===== config.mk =====
export PLATFORM = sky130hd
export DESIGN_NAME = pump_staging_controller
export DESIGN_NICKNAME = d
export VERILOG_FILES = /design/src/logic/pump_stage_pkg.sv /design/src/logic/band_if.sv /design/src/logic/band_compare.sv /design/src/logic/pump_staging_controller.sv
export SDC_FILE = /design/constraint.sdc
export NUM_CORES = 2
export LEC_CHECK = 0
export BUFFER_PORTS_ARGS = -buffer_cell sky130_fd_sc_hd__buf_4
export CORE_MARGIN = 2
export CORE_UTILIZATION = 45
export DETAILED_ROUTE_END_ITERATION = 8
export MAX_ROUTING_LAYER = met4
export PLACE_DENSITY_LB_ADDON = 0.05
export SLEW_MARGIN = 20
export SYNTH_ARGS = -nofsm -noshare
export SYNTH_HDL_FRONTEND = slang
export SYNTH_SLANG_ARGS = --single-unit

===== constraint.sdc =====
create_clock -name ref_clk_i -period 33 [get_ports ref_clk_i]
set_input_delay 4.95 -clock ref_clk_i [delete_from_list [all_inputs] [get_ports ref_clk_i]]
set_output_delay 4.95 -clock ref_clk_i [all_outputs]
set_load 0.01 [all_outputs]

===== src/logic/pump_stage_pkg.sv =====
/*
   constants and types shared by the pump staging controller.
   assumes a 100 MHz system clock and whole-second timing.
*/
package pump_stage_pkg;

   localparam int unsigned CLK_HZ          = 100_000_000;
   localparam int unsigned TICK_S          = 1;
   localparam int unsigned TICK_CYCLES     = CLK_HZ * TICK_S;

   localparam int          VAL_W           = 16;
   localparam int          PCT_W           = 8;
   localparam int          SEC_W           = 12;
   localparam int          PUMP_W          = 3;
   localparam int          MAX_PUMPS       = 4;

   localparam logic [PCT_W-1:0] STAGE_PCT_MIN    = 8'h01;
   localparam logic [PCT_W-1:0] PCT_FULL         = 8'h64;
   localparam logic [PCT_W-1:0] OVR_PCT_MIN      = 8'h02;
   localparam logic [PCT_W-1:0] OVR_OFF          = 8'h64;
   localparam logic [PCT_W-1:0] HANDOVER_MAX     = 8'h78;
   localparam logic [PCT_W-1:0] HANDOVER_DEF     = 8'h5a;
   localparam logic [SEC_W-1:0] DELAY_MAX        = 12'hbb8;
   localparam logic [SEC_W-1:0] DELAY_DEF        = 12'h01e;
   localparam logic [SEC_W-1:0] LOCK_MAX         = 12'h12c;
   localparam logic [SEC_W-1:0] LOCK_DEF         = 12'h00a;
   localparam logic [VAL_W-1:0] SETPOINT_DEF     = 16'h0000;
   localparam logic [PCT_W-1:0] SPEED_FULL       = 8'h64;
   localparam logic [PCT_W-1:0] LOSS_PCT_PER_PMP = 8'h02;
   // edges after reset release until the band zones see real samples
   localparam logic [1:0]       WARM_DONE        = 2'h3;

   typedef enum logic [1:0]
   {
      ZONE_IN,
      ZONE_HIGH,
      ZONE_LOW
   } zone_t;

   function automatic logic [VAL_W-1:0] pct_of
   (
      input logic [VAL_W-1:0] value,
      input logic [PCT_W-1:0] pct
   );
      logic [VAL_W+PCT_W-1:0] prod;
      prod = value * pct;
      return VAL_W'(prod / PCT_FULL);
   endfunction : pct_of

   function automatic logic [PCT_W-1:0] clamp_pct
   (
      input logic [PCT_W-1:0] pct,
      input logic [PCT_W-1:0] lo,
      input logic [PCT_W-1:0] hi
   );
      return (pct < lo) ? lo : ((pct > hi) ? hi : pct);
   endfunction : clamp_pct

endpackage : pump_stage_pkg


===== src/logic/band_if.sv =====
/*
   carrier between band comparator and staging core.
   assumes both ends on the same clock.
*/
`timescale 1ns/100ps
interface band_if;
   pump_stage_pkg::zone_t stage_zone;
   pump_stage_pkg::zone_t ovr_zone;
   logic                  ovr_enabled;
   logic                  tick;

   modport source
   (
      output stage_zone,
      output ovr_zone,
      output ovr_enabled,
      output tick
   );
   modport sink
   (
      input  stage_zone,
      input  ovr_zone,
      input  ovr_enabled,
      input  tick
   );
endinterface : band_if


===== src/logic/band_compare.sv =====
/*
   band comparator and one-second tick generator.
   assumes feedback already synchronised; reference is scaled upstream.
*/
`timescale 1ns/100ps
module band_compare
#(
   parameter int unsigned TICK_CYCLES = pump_stage_pkg::TICK_CYCLES
)
(
   // clock and reset
   input  wire logic                              ref_clk_i,
   input  wire logic                              resetn_i,
   // values
   input  wire logic [pump_stage_pkg::VAL_W-1:0] reference_i,
   input  wire logic [pump_stage_pkg::VAL_W-1:0] feedback_i,
   input  wire logic [pump_stage_pkg::PCT_W-1:0] staging_band_pct_i,
   input  wire logic [pump_stage_pkg::PCT_W-1:0] override_band_pct_i,
   // to core
   band_if.source                                 band
);

   typedef struct packed
   {
      logic [31:0]           cnt;
      logic                  tick;
      pump_stage_pkg::zone_t sz;
      pump_stage_pkg::zone_t oz;
      logic                  oen;
   } cmp_state_t;

   cmp_state_t st;
   cmp_state_t next_st;

   logic [pump_stage_pkg::PCT_W-1:0] staging_band_pct;
   logic [pump_stage_pkg::PCT_W-1:0] override_band_pct;
   logic [pump_stage_pkg::VAL_W-1:0] shalf;
   logic [pump_stage_pkg::VAL_W-1:0] ohalf;

   always_comb
   begin
      staging_band_pct   = pump_stage_pkg::clamp_pct(staging_band_pct_i, pump_stage_pkg::STAGE_PCT_MIN,
                                        pump_stage_pkg::PCT_FULL);
      override_band_pct   = pump_stage_pkg::clamp_pct(override_band_pct_i, pump_stage_pkg::OVR_PCT_MIN,
                                        pump_stage_pkg::PCT_FULL);
      shalf = pump_stage_pkg::pct_of(reference_i, staging_band_pct);
      ohalf = pump_stage_pkg::pct_of(reference_i, override_band_pct);
      next_st = st;
      next_st.tick = 1'b0;
      if (st.cnt >= TICK_CYCLES - 1)
      begin
         next_st.cnt  = '0;
         next_st.tick = 1'b1;
      end
      else
      begin
         next_st.cnt = st.cnt + 32'h0000_0001;
      end
      // compare in 17 bits so band edges never wrap
      if ({1'b0, feedback_i} > {1'b0, reference_i} + {1'b0, shalf})
         next_st.sz = pump_stage_pkg::ZONE_HIGH;
      else if ({1'b0, feedback_i} + {1'b0, shalf} < {1'b0, reference_i})
         next_st.sz = pump_stage_pkg::ZONE_LOW;
      else
         next_st.sz = pump_stage_pkg::ZONE_IN;
      if ({1'b0, feedback_i} > {1'b0, reference_i} + {1'b0, ohalf})
         next_st.oz = pump_stage_pkg::ZONE_HIGH;
      else if ({1'b0, feedback_i} + {1'b0, ohalf} < {1'b0, reference_i})
         next_st.oz = pump_stage_pkg::ZONE_LOW;
      else
         next_st.oz = pump_stage_pkg::ZONE_IN;
      next_st.oen = (override_band_pct_i < pump_stage_pkg::OVR_OFF);
   end

   always_ff @(posedge ref_clk_i or negedge resetn_i)
   begin
      if (!resetn_i)
         st <= '0;
      else
         st <= next_st;
   end

   assign band.stage_zone  = st.sz;
   assign band.ovr_zone    = st.oz;
   assign band.ovr_enabled = st.oen;
   assign band.tick        = st.tick;

   chk_tick_single: assert property (@(posedge ref_clk_i) disable iff (!resetn_i)
      st.tick |=> !st.tick)
      else $error("tick lasted more than one cycle");

endmodule : band_compare


===== src/logic/pump_staging_controller.sv =====
/*
   pump staging controller: band staging, delay timers, override with
   lockout, handover speed and fixed relay order.
   assumes configuration inputs are quasi-static and come from the same clock;
   feedback arrives from an outside converter and is synchronised here.
*/
`timescale 1ns/100ps
module pump_staging_controller
#(
   parameter int unsigned TICK_CYCLES = pump_stage_pkg::TICK_CYCLES,
   parameter int unsigned MAX_PUMPS   = pump_stage_pkg::MAX_PUMPS
)
(
   // clock and reset
   input  wire logic                              ref_clk_i,
   input  wire logic                              resetn_i,
   // measurement
   input  wire logic [pump_stage_pkg::VAL_W-1:0] feedback_i,
   // configuration
   input  wire logic [pump_stage_pkg::VAL_W-1:0] setpoint_i,
   input  wire logic [pump_stage_pkg::VAL_W-1:0] feedback_min_i,
   input  wire logic [pump_stage_pkg::VAL_W-1:0] feedback_max_i,
   input  wire logic [pump_stage_pkg::PCT_W-1:0] staging_band_pct_i,
   input  wire logic [pump_stage_pkg::PCT_W-1:0] override_band_pct_i,
   input  wire logic [pump_stage_pkg::SEC_W-1:0] stage_delay_s_i,
   input  wire logic [pump_stage_pkg::SEC_W-1:0] destage_delay_s_i,
   input  wire logic [pump_stage_pkg::SEC_W-1:0] lockout_s_i,
   input  wire logic [pump_stage_pkg::PCT_W-1:0] handover_speed_pct_i,
   input  wire logic [pump_stage_pkg::PUMP_W-1:0] pump_count_i,
   // drive status
   input  wire logic                              drive_trip_i,
   // pump and drive outputs
   output logic [MAX_PUMPS-1:0]                   pump_relay_o,
   output logic [pump_stage_pkg::PUMP_W-1:0]      pumps_on_o,
   output logic [pump_stage_pkg::PCT_W-1:0]       speed_cmd_pct_o,
   output logic                                   speed_override_o,
   output logic [pump_stage_pkg::VAL_W-1:0]       reference_o
);

   ////////////////////////////////////////////////////////////////////
   typedef enum logic [1:0]
   {
      ST_IDLE,
      ST_SLOW,
      ST_BOOST
   } seq_t;

   typedef struct packed
   {
      logic [pump_stage_pkg::VAL_W-1:0]  fb_meta;
      logic [pump_stage_pkg::VAL_W-1:0]  fb;
      logic [pump_stage_pkg::VAL_W-1:0]  ref_v;
      seq_t                              seq;
      logic [pump_stage_pkg::SEC_W-1:0]  stage_t;
      logic [pump_stage_pkg::SEC_W-1:0]  destage_t;
      logic [pump_stage_pkg::SEC_W-1:0]  lock_t;
      logic [pump_stage_pkg::PUMP_W-1:0] on_cnt;
      logic [MAX_PUMPS-1:0]              relay;
      logic [pump_stage_pkg::PCT_W-1:0]  speed;
      logic                              spd_ovr;
      logic [1:0]                        warm;
   } ctl_state_t;

   ctl_state_t st;
   ctl_state_t next_st;

   band_if band ();

   band_compare #(.TICK_CYCLES(TICK_CYCLES)) u_band
   (
      .ref_clk_i           (ref_clk_i),
      .resetn_i            (resetn_i),
      .reference_i         (st.ref_v),
      .feedback_i          (st.fb),
      .staging_band_pct_i  (staging_band_pct_i),
      .override_band_pct_i (override_band_pct_i),
      .band                (band.source)
   );

   ////////////////////////////////////////////////////////////////////
   logic [pump_stage_pkg::VAL_W-1:0]  sp_clamped;
   logic [pump_stage_pkg::VAL_W+pump_stage_pkg::PCT_W-1:0] ref_wide;
   logic [pump_stage_pkg::PUMP_W-1:0] limit;
   logic [pump_stage_pkg::PCT_W-1:0]  handover;
   logic [pump_stage_pkg::SEC_W-1:0]  sdly;
   logic [pump_stage_pkg::SEC_W-1:0]  ddly;
   logic [pump_stage_pkg::SEC_W-1:0]  ldly;
   logic                              want_add;
   logic                              want_drop;
   logic                              ovr_ok;

   always_comb
   begin
      next_st = st;
      // two stages on the outside measurement
      next_st.fb_meta = feedback_i;
      next_st.fb      = st.fb_meta;
      // setpoint is the only reference source
      if (setpoint_i < feedback_min_i)
         sp_clamped = feedback_min_i;
      else if (setpoint_i > feedback_max_i)
         sp_clamped = feedback_max_i;
      else
         sp_clamped = setpoint_i;
      // each running pump adds a small loss allowance
      ref_wide = sp_clamped * (pump_stage_pkg::PCT_FULL
                 + pump_stage_pkg::LOSS_PCT_PER_PMP * st.on_cnt);
      next_st.ref_v = pump_stage_pkg::VAL_W'(ref_wide / pump_stage_pkg::PCT_FULL);

      limit    = (pump_count_i > pump_stage_pkg::PUMP_W'(MAX_PUMPS))
                 ? pump_stage_pkg::PUMP_W'(MAX_PUMPS) : pump_count_i;
      handover = (handover_speed_pct_i > pump_stage_pkg::HANDOVER_MAX)
                 ? pump_stage_pkg::HANDOVER_MAX : handover_speed_pct_i;
      sdly = (stage_delay_s_i > pump_stage_pkg::DELAY_MAX) ? pump_stage_pkg::DELAY_MAX : stage_delay_s_i;
      ddly = (destage_delay_s_i > pump_stage_pkg::DELAY_MAX) ? pump_stage_pkg::DELAY_MAX : destage_delay_s_i;
      ldly = (lockout_s_i > pump_stage_pkg::LOCK_MAX) ? pump_stage_pkg::LOCK_MAX : lockout_s_i;

      ovr_ok = band.ovr_enabled && (st.lock_t == '0);
      want_add  = 1'b0;
      want_drop = 1'b0;

      // delay timers, cleared on return into the band
      if (band.stage_zone == pump_stage_pkg::ZONE_LOW)
      begin
         next_st.destage_t = '0;
         if (st.stage_t >= sdly)
            want_add = 1'b1;
         else if (band.tick)
            next_st.stage_t = st.stage_t + 12'h001;
         if (ovr_ok && band.ovr_zone == pump_stage_pkg::ZONE_LOW)
            want_add = 1'b1;
      end
      else if (band.stage_zone == pump_stage_pkg::ZONE_HIGH)
      begin
         next_st.stage_t = '0;
         if (st.destage_t >= ddly)
            want_drop = 1'b1;
         else if (band.tick)
            next_st.destage_t = st.destage_t + 12'h001;
         if (ovr_ok && band.ovr_zone == pump_stage_pkg::ZONE_HIGH)
            want_drop = 1'b1;
      end
      else
      begin
         next_st.stage_t   = '0;
         next_st.destage_t = '0;
      end

      // the synchroniser wakes up at zero, which reads as a deep pressure drop;
      // with lockout clear the override would add a pump on that ghost, so
      // nothing moves until real samples have reached the band zones
      if (st.warm != pump_stage_pkg::WARM_DONE)
      begin
         next_st.warm      = st.warm + 2'h1;
         next_st.stage_t   = '0;
         next_st.destage_t = '0;
         want_add          = 1'b0;
         want_drop         = 1'b0;
      end

      if (st.lock_t != '0 && band.tick)
         next_st.lock_t = st.lock_t - 12'h001;

      // drive trip only frees the speed output; staging goes on
      next_st.spd_ovr = 1'b0;
      case (st.seq)
         ST_IDLE:
         begin
            next_st.speed = pump_stage_pkg::SPEED_FULL;
            if (want_add && st.on_cnt < limit)
            begin
               next_st.seq     = ST_SLOW;
               next_st.speed   = handover;
               next_st.spd_ovr = !drive_trip_i;
            end
            else if (want_drop && st.on_cnt != '0)
            begin
               next_st.seq     = ST_BOOST;
               next_st.speed   = pump_stage_pkg::SPEED_FULL;
               next_st.spd_ovr = !drive_trip_i;
            end
         end
         ST_SLOW:
         begin
            // relay closes one cycle after speed has dropped
            next_st.relay[st.on_cnt[1:0]] = 1'b1;
            next_st.on_cnt    = st.on_cnt + 3'h1;
            next_st.stage_t   = '0;
            next_st.destage_t = '0;
            next_st.lock_t    = ldly;
            next_st.seq       = ST_IDLE;
         end
         ST_BOOST:
         begin
            next_st.relay[2'(st.on_cnt - 3'h1)] = 1'b0;
            next_st.on_cnt    = st.on_cnt - 3'h1;
            next_st.stage_t   = '0;
            next_st.destage_t = '0;
            next_st.lock_t    = ldly;
            next_st.seq       = ST_IDLE;
         end
         default:
            next_st.seq = ST_IDLE;
      endcase
   end

   always_ff @(posedge ref_clk_i or negedge resetn_i)
   begin
      if (!resetn_i)
      begin
         st       <= '0;
         st.speed <= pump_stage_pkg::SPEED_FULL;
      end
      else
      begin
         st <= next_st;
      end
   end

   assign pump_relay_o     = st.relay;
   assign pumps_on_o       = st.on_cnt;
   assign speed_cmd_pct_o  = st.speed;
   assign speed_override_o = st.spd_ovr;
   assign reference_o      = st.ref_v;

   ////////////////////////////////////////////////////////////////////
   chk_in_band_hold: assert property (@(posedge ref_clk_i) disable iff (!resetn_i)
      (band.stage_zone == pump_stage_pkg::ZONE_IN && st.seq == ST_IDLE) |=> $stable(st.relay))
      else $error("relays changed while feedback in band");

   chk_stage_clear: assert property (@(posedge ref_clk_i) disable iff (!resetn_i)
      (band.stage_zone != pump_stage_pkg::ZONE_LOW) |=> (st.stage_t == '0))
      else $error("stage timer not cleared");

   chk_destage_clear: assert property (@(posedge ref_clk_i) disable iff (!resetn_i)
      (band.stage_zone != pump_stage_pkg::ZONE_HIGH) |=> (st.destage_t == '0))
      else $error("destage timer not cleared");

   chk_slow_first: assert property (@(posedge ref_clk_i) disable iff (!resetn_i)
      (st.seq == ST_SLOW) |-> (st.speed == handover) ##1 (st.on_cnt == $past(st.on_cnt) + 3'h1))
      else $error("pump added without handover speed");

   chk_boost_drop: assert property (@(posedge ref_clk_i) disable iff (!resetn_i)
      (st.seq == ST_BOOST) |-> (st.speed == pump_stage_pkg::SPEED_FULL))
      else $error("destage without speed raise");

   chk_lock_load: assert property (@(posedge ref_clk_i) disable iff (!resetn_i)
      (st.seq == ST_SLOW || st.seq == ST_BOOST) |=> (st.lock_t == $past(ldly)))
      else $error("lockout not loaded after staging");

   chk_count_range: assert property (@(posedge ref_clk_i) disable iff (!resetn_i)
      $changed(st.on_cnt) |-> (st.on_cnt - $past(st.on_cnt) == 3'h1 ||
                               $past(st.on_cnt) - st.on_cnt == 3'h1))
      else $error("pump count jumped by more than one");

   chk_relay_order: assert property (@(posedge ref_clk_i) disable iff (!resetn_i)
      $rose(st.on_cnt == 3'h1) |-> (st.relay == 4'h1))
      else $error("first pump not on first relay");

   chk_count_limit: assert property (@(posedge ref_clk_i) disable iff (!resetn_i)
      (st.seq == ST_IDLE) |-> (st.on_cnt <= pump_stage_pkg::PUMP_W'(MAX_PUMPS)))
      else $error("pump count over maximum");

   // start-up, relay pattern and speed handover guards
   chk_warmup_idle: assert property (@(posedge ref_clk_i) disable iff (!resetn_i)
      (st.warm != pump_stage_pkg::WARM_DONE) |=> (st.seq == ST_IDLE))
      else $error("pump action before feedback pipe filled");

   chk_relay_fill: assert property (@(posedge ref_clk_i) disable iff (!resetn_i)
      st.relay == (MAX_PUMPS'(1) << st.on_cnt) - MAX_PUMPS'(1))
      else $error("relays not a gap-free run from the first");

   chk_ovr_pulse: assert property (@(posedge ref_clk_i) disable iff (!resetn_i)
      st.spd_ovr |-> (st.seq == ST_SLOW || st.seq == ST_BOOST))
      else $error("speed override outside a transition");

   chk_trip_release: assert property (@(posedge ref_clk_i) disable iff (!resetn_i)
      (st.seq == ST_SLOW || st.seq == ST_BOOST) |-> (st.spd_ovr == !$past(drive_trip_i)))
      else $error("speed override ignores drive trip");

   chk_speed_idle: assert property (@(posedge ref_clk_i) disable iff (!resetn_i)
      (st.seq == ST_IDLE && $past(st.seq) == ST_IDLE) |-> (st.speed == pump_stage_pkg::SPEED_FULL))
      else $error("speed not back to full after transition");

endmodule : pump_staging_controller


== Yosys cells after proc, flatten, opt, wreduce, memory -nomap -nowiden ==
Index checks and enable logic that the tools add are counted.
Operators by class
  add/sub/neg operators: 12
  $mul: 3
  divide/modulo/power cells: 3
  order comparisons: 24
  eq/ne operators: 12
  multiplexer cells: 45
  bitwise gates (word level): 3
  reduce and logical (&&, ||, !) cells: 17
Operators by type and width (count)
  2-to-1 mux 12 bit: 9
  case mux 43 bit (2 select lines): 1
  divider 24 x 7 -> 24 bit, second input constant: 3
  multiplier 16 x 8 -> 24 bit: 3
  adder 16 x 16 -> 17 bit: 4
  2-to-1 mux 24 bit: 2
  2-to-1 mux 8 bit: 5
  > comparator 16 x 17 -> 1 bit: 2
  < comparator 17 x 16 -> 1 bit: 2
  adder 32 x 1 -> 32 bit, second input constant: 1
  greater-or-equal comparator 32 x 27 -> 1 bit, second input constant: 1
  2-to-1 mux 16 bit: 2
  2-to-1 mux 32 bit: 1
  adder 12 x 1 -> 12 bit, second input constant: 2
  greater-or-equal comparator 12 bit: 2
  > comparator 12 bit, second input constant: 2
  > comparator 8 x 7 -> 1 bit, second input constant: 3
  > comparator 16 bit: 1
  < comparator 16 bit: 1
  2-to-1 mux 1 bit: 14
  2-to-1 mux 2 bit: 7
  > comparator 12 x 9 -> 1 bit, second input constant: 1
  zero test 12 bit: 1
  nonzero test 12 bit: 1
  32 further kinds: 48
Storage, ports and cells
  register bits: 142
  input port bits: 130

== Logic depth before layout (Yosys ltp) ==
  word-level depth: 12
  gate-level depth with buffers: 94
  mapped depth without buffers: 87

== Hierarchy ==
From an unflattened synthesis, not the netlist that was laid out.
Unflattened totals
  cell total of the unflattened synthesis: 4459
  area, all modules: 35400.2 µm²
By module, submodules not included
  band_compare: times used 1, cells an instance 2882, area an instance 22238.8 µm², seq. area each 950.9 µm²
  pump_staging_controller: times used 1, cells an instance 1577, area an instance 13161.4 µm², seq. area each 2606.2 µm²

== Worst setup path after synthesis ==
Ideal clock, no wire load.
  path kind: in2reg
  from: in staging_band_pct_i[0] (netlist name)
  to: reg u_band.st (netlist bit u_band.band.stage_zone[1])
  arrival: 23.474 ns
  required time: 32.853 ns
  setup slack: 9.378 ns
  stages on the path: 83
  cell sequence: o21ai_0 -> nand2_1 -> a31oi_1 -> and2_0 -> clkbuf_1 -> nand2_1 -> fa_1 -> inv_1 -> fa_1 -> fa_1 -> inv_1 -> fa_1 -> inv_1 -> ha_1 -> a21oi_1 -> o211ai_2 -> a221oi_4 -> mux2i_1 -> (+47 left out) -> a21oi_1 -> o21bai_1 -> a21oi_1 -> o21bai_1 -> a21oi_1 -> o21bai_1 -> a21oi_1 -> o21bai_1 -> a21oi_1 -> o21bai_1 -> a21oi_1 -> xnor2_1 -> ha_1 -> o21ai_0 -> nand2b_1 -> a21oi_1 -> a2111oi_0 -> a211oi_1
RTL lines
  from (decl): line pump_staging_controller.sv:23  | input wire logic [pump_stage_pkg::PCT_W-1:0] staging_band_pct_i,
  to (signal assigned): line band_compare.sv:80  | st <= next_st;
  to (decl): line band_compare.sv:32  | cmp_state_t st;

==> results.json <==
{
  "status": "finished, final reports clean",
  "synth_top_area_share": 0.1345,
  "grt_util_all_layers": 0.2509,
  "cts_setup_buffers": 0,
  "cts.clk_slew.worst_paths_ns": 0.07,
  "die_h_um": 278.0,
  "period_needed_ns": 27.17,
  "max_slew_margin": 0.2214,
  "worstHoldStart": "next_st[86]",
  "placed_area_um2": 35750,
  "cp_num_buf_inv": 6,
  "r2r_cells": 74,
  "netlist_area_um2": 33790,
  "crit_type": "in2reg",
  "postRouteAntennaNets": 0,
  "rows": 100,
  "drt_iter0_markers": 2298,
  "io_pins": 162,
  "drtPass1Iterations": 6,
  "initial_core_util": 0.4539,
  "crit_end": "u_band.band.stage_zone[1]",
  "tritoncts": "yes",
  "startpoint_type": "input pin",
  "path_depth": 80,
  "finalSetupViolCount": 0,
  "cpPeakStageDelay_ns": 0.72,
  "max_freq_ghz": 0.03680,
  "num_vias": 31580,
  "vias_per_cell": 5.890,
  "ys_dominant_reg_cell": "dfrtp_1",
  "fin_area_um2": 36420,
  "place_congestion": 0.9122,
  "grt_pass1_vias": 30490,
  "startpoint": "staging_band_pct_i[1]",
  "synth.most_common_cell": "inv_1",
  "synth_edf_count": 0,
  "yosys-top-cells-area": "fa_1 13%, ha_1 13%, dfrtp_1 10%",
  "post-route-period-util": 0.8235,
  "wl_um": 94620,
  "cts_buffers": 17,
  "r2r-end": "u_band.band.stage_zone[1]",
  "drc": 0,
  "cts_buffer_depth": 2,
  "cap_violations": 0,
  "met1Wirelength_um": 44410,
  "tightest_slew_ns": 1.160,
  "reg2reg_from": "reference_o[6]",
  "yosysUniqueCellTypes": 136,
  "syn_inst": 4311,
  "cts_hold_buf": 0,
  "finalNetCount": 5086,
  "cts-resized-gates": 0,
  "grt_overflow": 0,
  "dp_hpwl_um": 75160,
  "die_area_um2": 77300,
  "ys_seq_elements": 142,
  "hold_class": "reg2reg",
  "ys_seq_area_frac": 0.1053,
  "critPathCaptureType": "register",
  "ff2ff_setup_slack_ns": 10.29,
  "root_buffer": "clkbuf_16",
  "antenna_found_initial": 3,
  "syn_avg_cell_area_um2": 7.839,
  "grt_pass1_wl_um": 157700,
  "wl_met3_um": 4955,
  "cts_sinks": 142,
  "ys_top_cells_by_count": "376 x inv_1, 367 x nor2_1, 351 x ha_1",
  "rsz0062_at_grt": "false",
  "postLayoutCoreUtil": 0.4893,
  "port-buffer-count": 161,
  "fp.coreArea_um2": 74450,
  "fp.dieW_um": 278.0,
  "fin_ws_ns": 5.826,
  "synth.largest_area_cell": "fa_1",
  "wl_per_cell_um": 17.65,
  "syn2layout_area_growth_pct": 7.790,
  "cp_top_family": "compound AO/OA/AOI/OAI gates",
  "yosysWarnings": 0,
  "cpMostUsedCell": "a21oi_1",
  "dp_slack_ns": 5.572,
  "met2WireLength_um": 43330,
  "grt_max_degree": 76,
  "async_flop_share": 1.000,
  "finalClockSkew_ns": 0.02079,
  "top_layer": "met4",
  "clk_latency_ns": 0.45,
  "slowest_stage": "xor2_1",
  "finalHoldViolCount": 0,
  "crit_fanout": 21,
  "worst_ep_required_time_ns": 33.34,
  "drive_gt1_frac": 0.09110,
  "htree_num_levels": 4,
  "slew_violations": 0,
  "critPathArrivalTime_ns": 27.51,
  "tns_ns": 0
}
state kept, by name, indices dropped and copies added, names as in the netlist, 2 cells and up:
register / count
st: 56
u_band.st: 32
next_st: 16
reference_o: 16
speed_cmd_pct_o: 8
pump_relay_o: 4
pumps_on_o: 3
u_band.band.ovr_zone: 2
u_band.band.stage_zone: 2
worst reg2reg max path, delay by kind of cell (launching register included):
| kind | cells | cell delay [ns] |
|---|---|---|
| compound gates | 40 | 9.85 |
| simple gates | 15 | 4.82 |
| fa+ha+maj | 8 | 3.34 |
| xor+xnor | 4 | 1.64 |
| mux | 3 | 1.10 |
| buf+inv | 4 | 0.96 |
| flops | 1 | 0.87 |
how the worst min path moves through the flow:
stage | to | slack, ns | cells past startpoint
CTS | st[72] | 0.35 | 0
detailed placement | st[86] | 0.33 | 0
global route | st[82] | 0.35 | 0
floorplan | st[72] | 0.33 | 0
finish | st[86] | 0.35 | 0
global placement | st[86] | 0.33 | 0
layout by cell type (no fill, tap or decap), drive strengths merged, types with 18 or more instances in the layout:
master     n
a2111oi   19
a211o     18
a211oi    54
a21boi    20
a21o      60
a21oi    325
a31oi     48
and2     120
and3      95
buf      191
conb      37
dfrtp    139
fa       227
ha       351
inv      392
maj3      18
mux2      24
mux2i     44
nand2    337
nand2b    55
nand3    132
nand4     53
nor2     372
nor2b     46
nor3      89
nor4      30
o2111ai   19
o211ai    62
o21a      40
o21ai    224
o21bai    48
o221ai    20
o22ai     32
o31ai     35
or2       41
or3       25
xnor2    165
xor2      89
layer usage:
| layer | global-route usage | vias to the layer above |
|---|---|---|
| met2 | 0.4015 | 809 |
| li1 | - | 15560 |
| met3 | 0.03064 | 103 |
| met4 | 0.05045 | 0 |
| met5 | - | - |
| met1 | 0.3415 | 15110 |
final cells by class:
class	count	area, um2
sequential	142	3557
timing repair buffer	191	1449
fill	7410	38020
tap	969	1212
multi-input combinational	3637	28130
inverter	389	1460
antenna	2	5.005
clock buffer	17	425.4
clock inverter	15	188.9
kinds of logic after synthesis:
family | count (synthesis) | share of synthesized area
flops | 142 | 0.1053
simple gates | 1451 | 0.2141
xor+xnor | 254 | 0.06694
mux | 68 | 0.02162
other cells | 2 | 0.0002222
buf+inv | 567 | 0.06835
fa+ha+maj | 596 | 0.2698
compound gates | 1231 | 0.2537
through the flow:
stage          instances  hold WS [ns]
6_report            5362        0.3469
3_5_place_dp        5326        0.3347
3_3_place_gp        5326        0.3333
4_1_cts             5358        0.3528
2_1_floorplan       4346        0.3312
5_1_grt             5362        0.3536
Power is not shown: default switching activity piles up to over one toggle a cycle in this logic, so the estimate is an artifact.
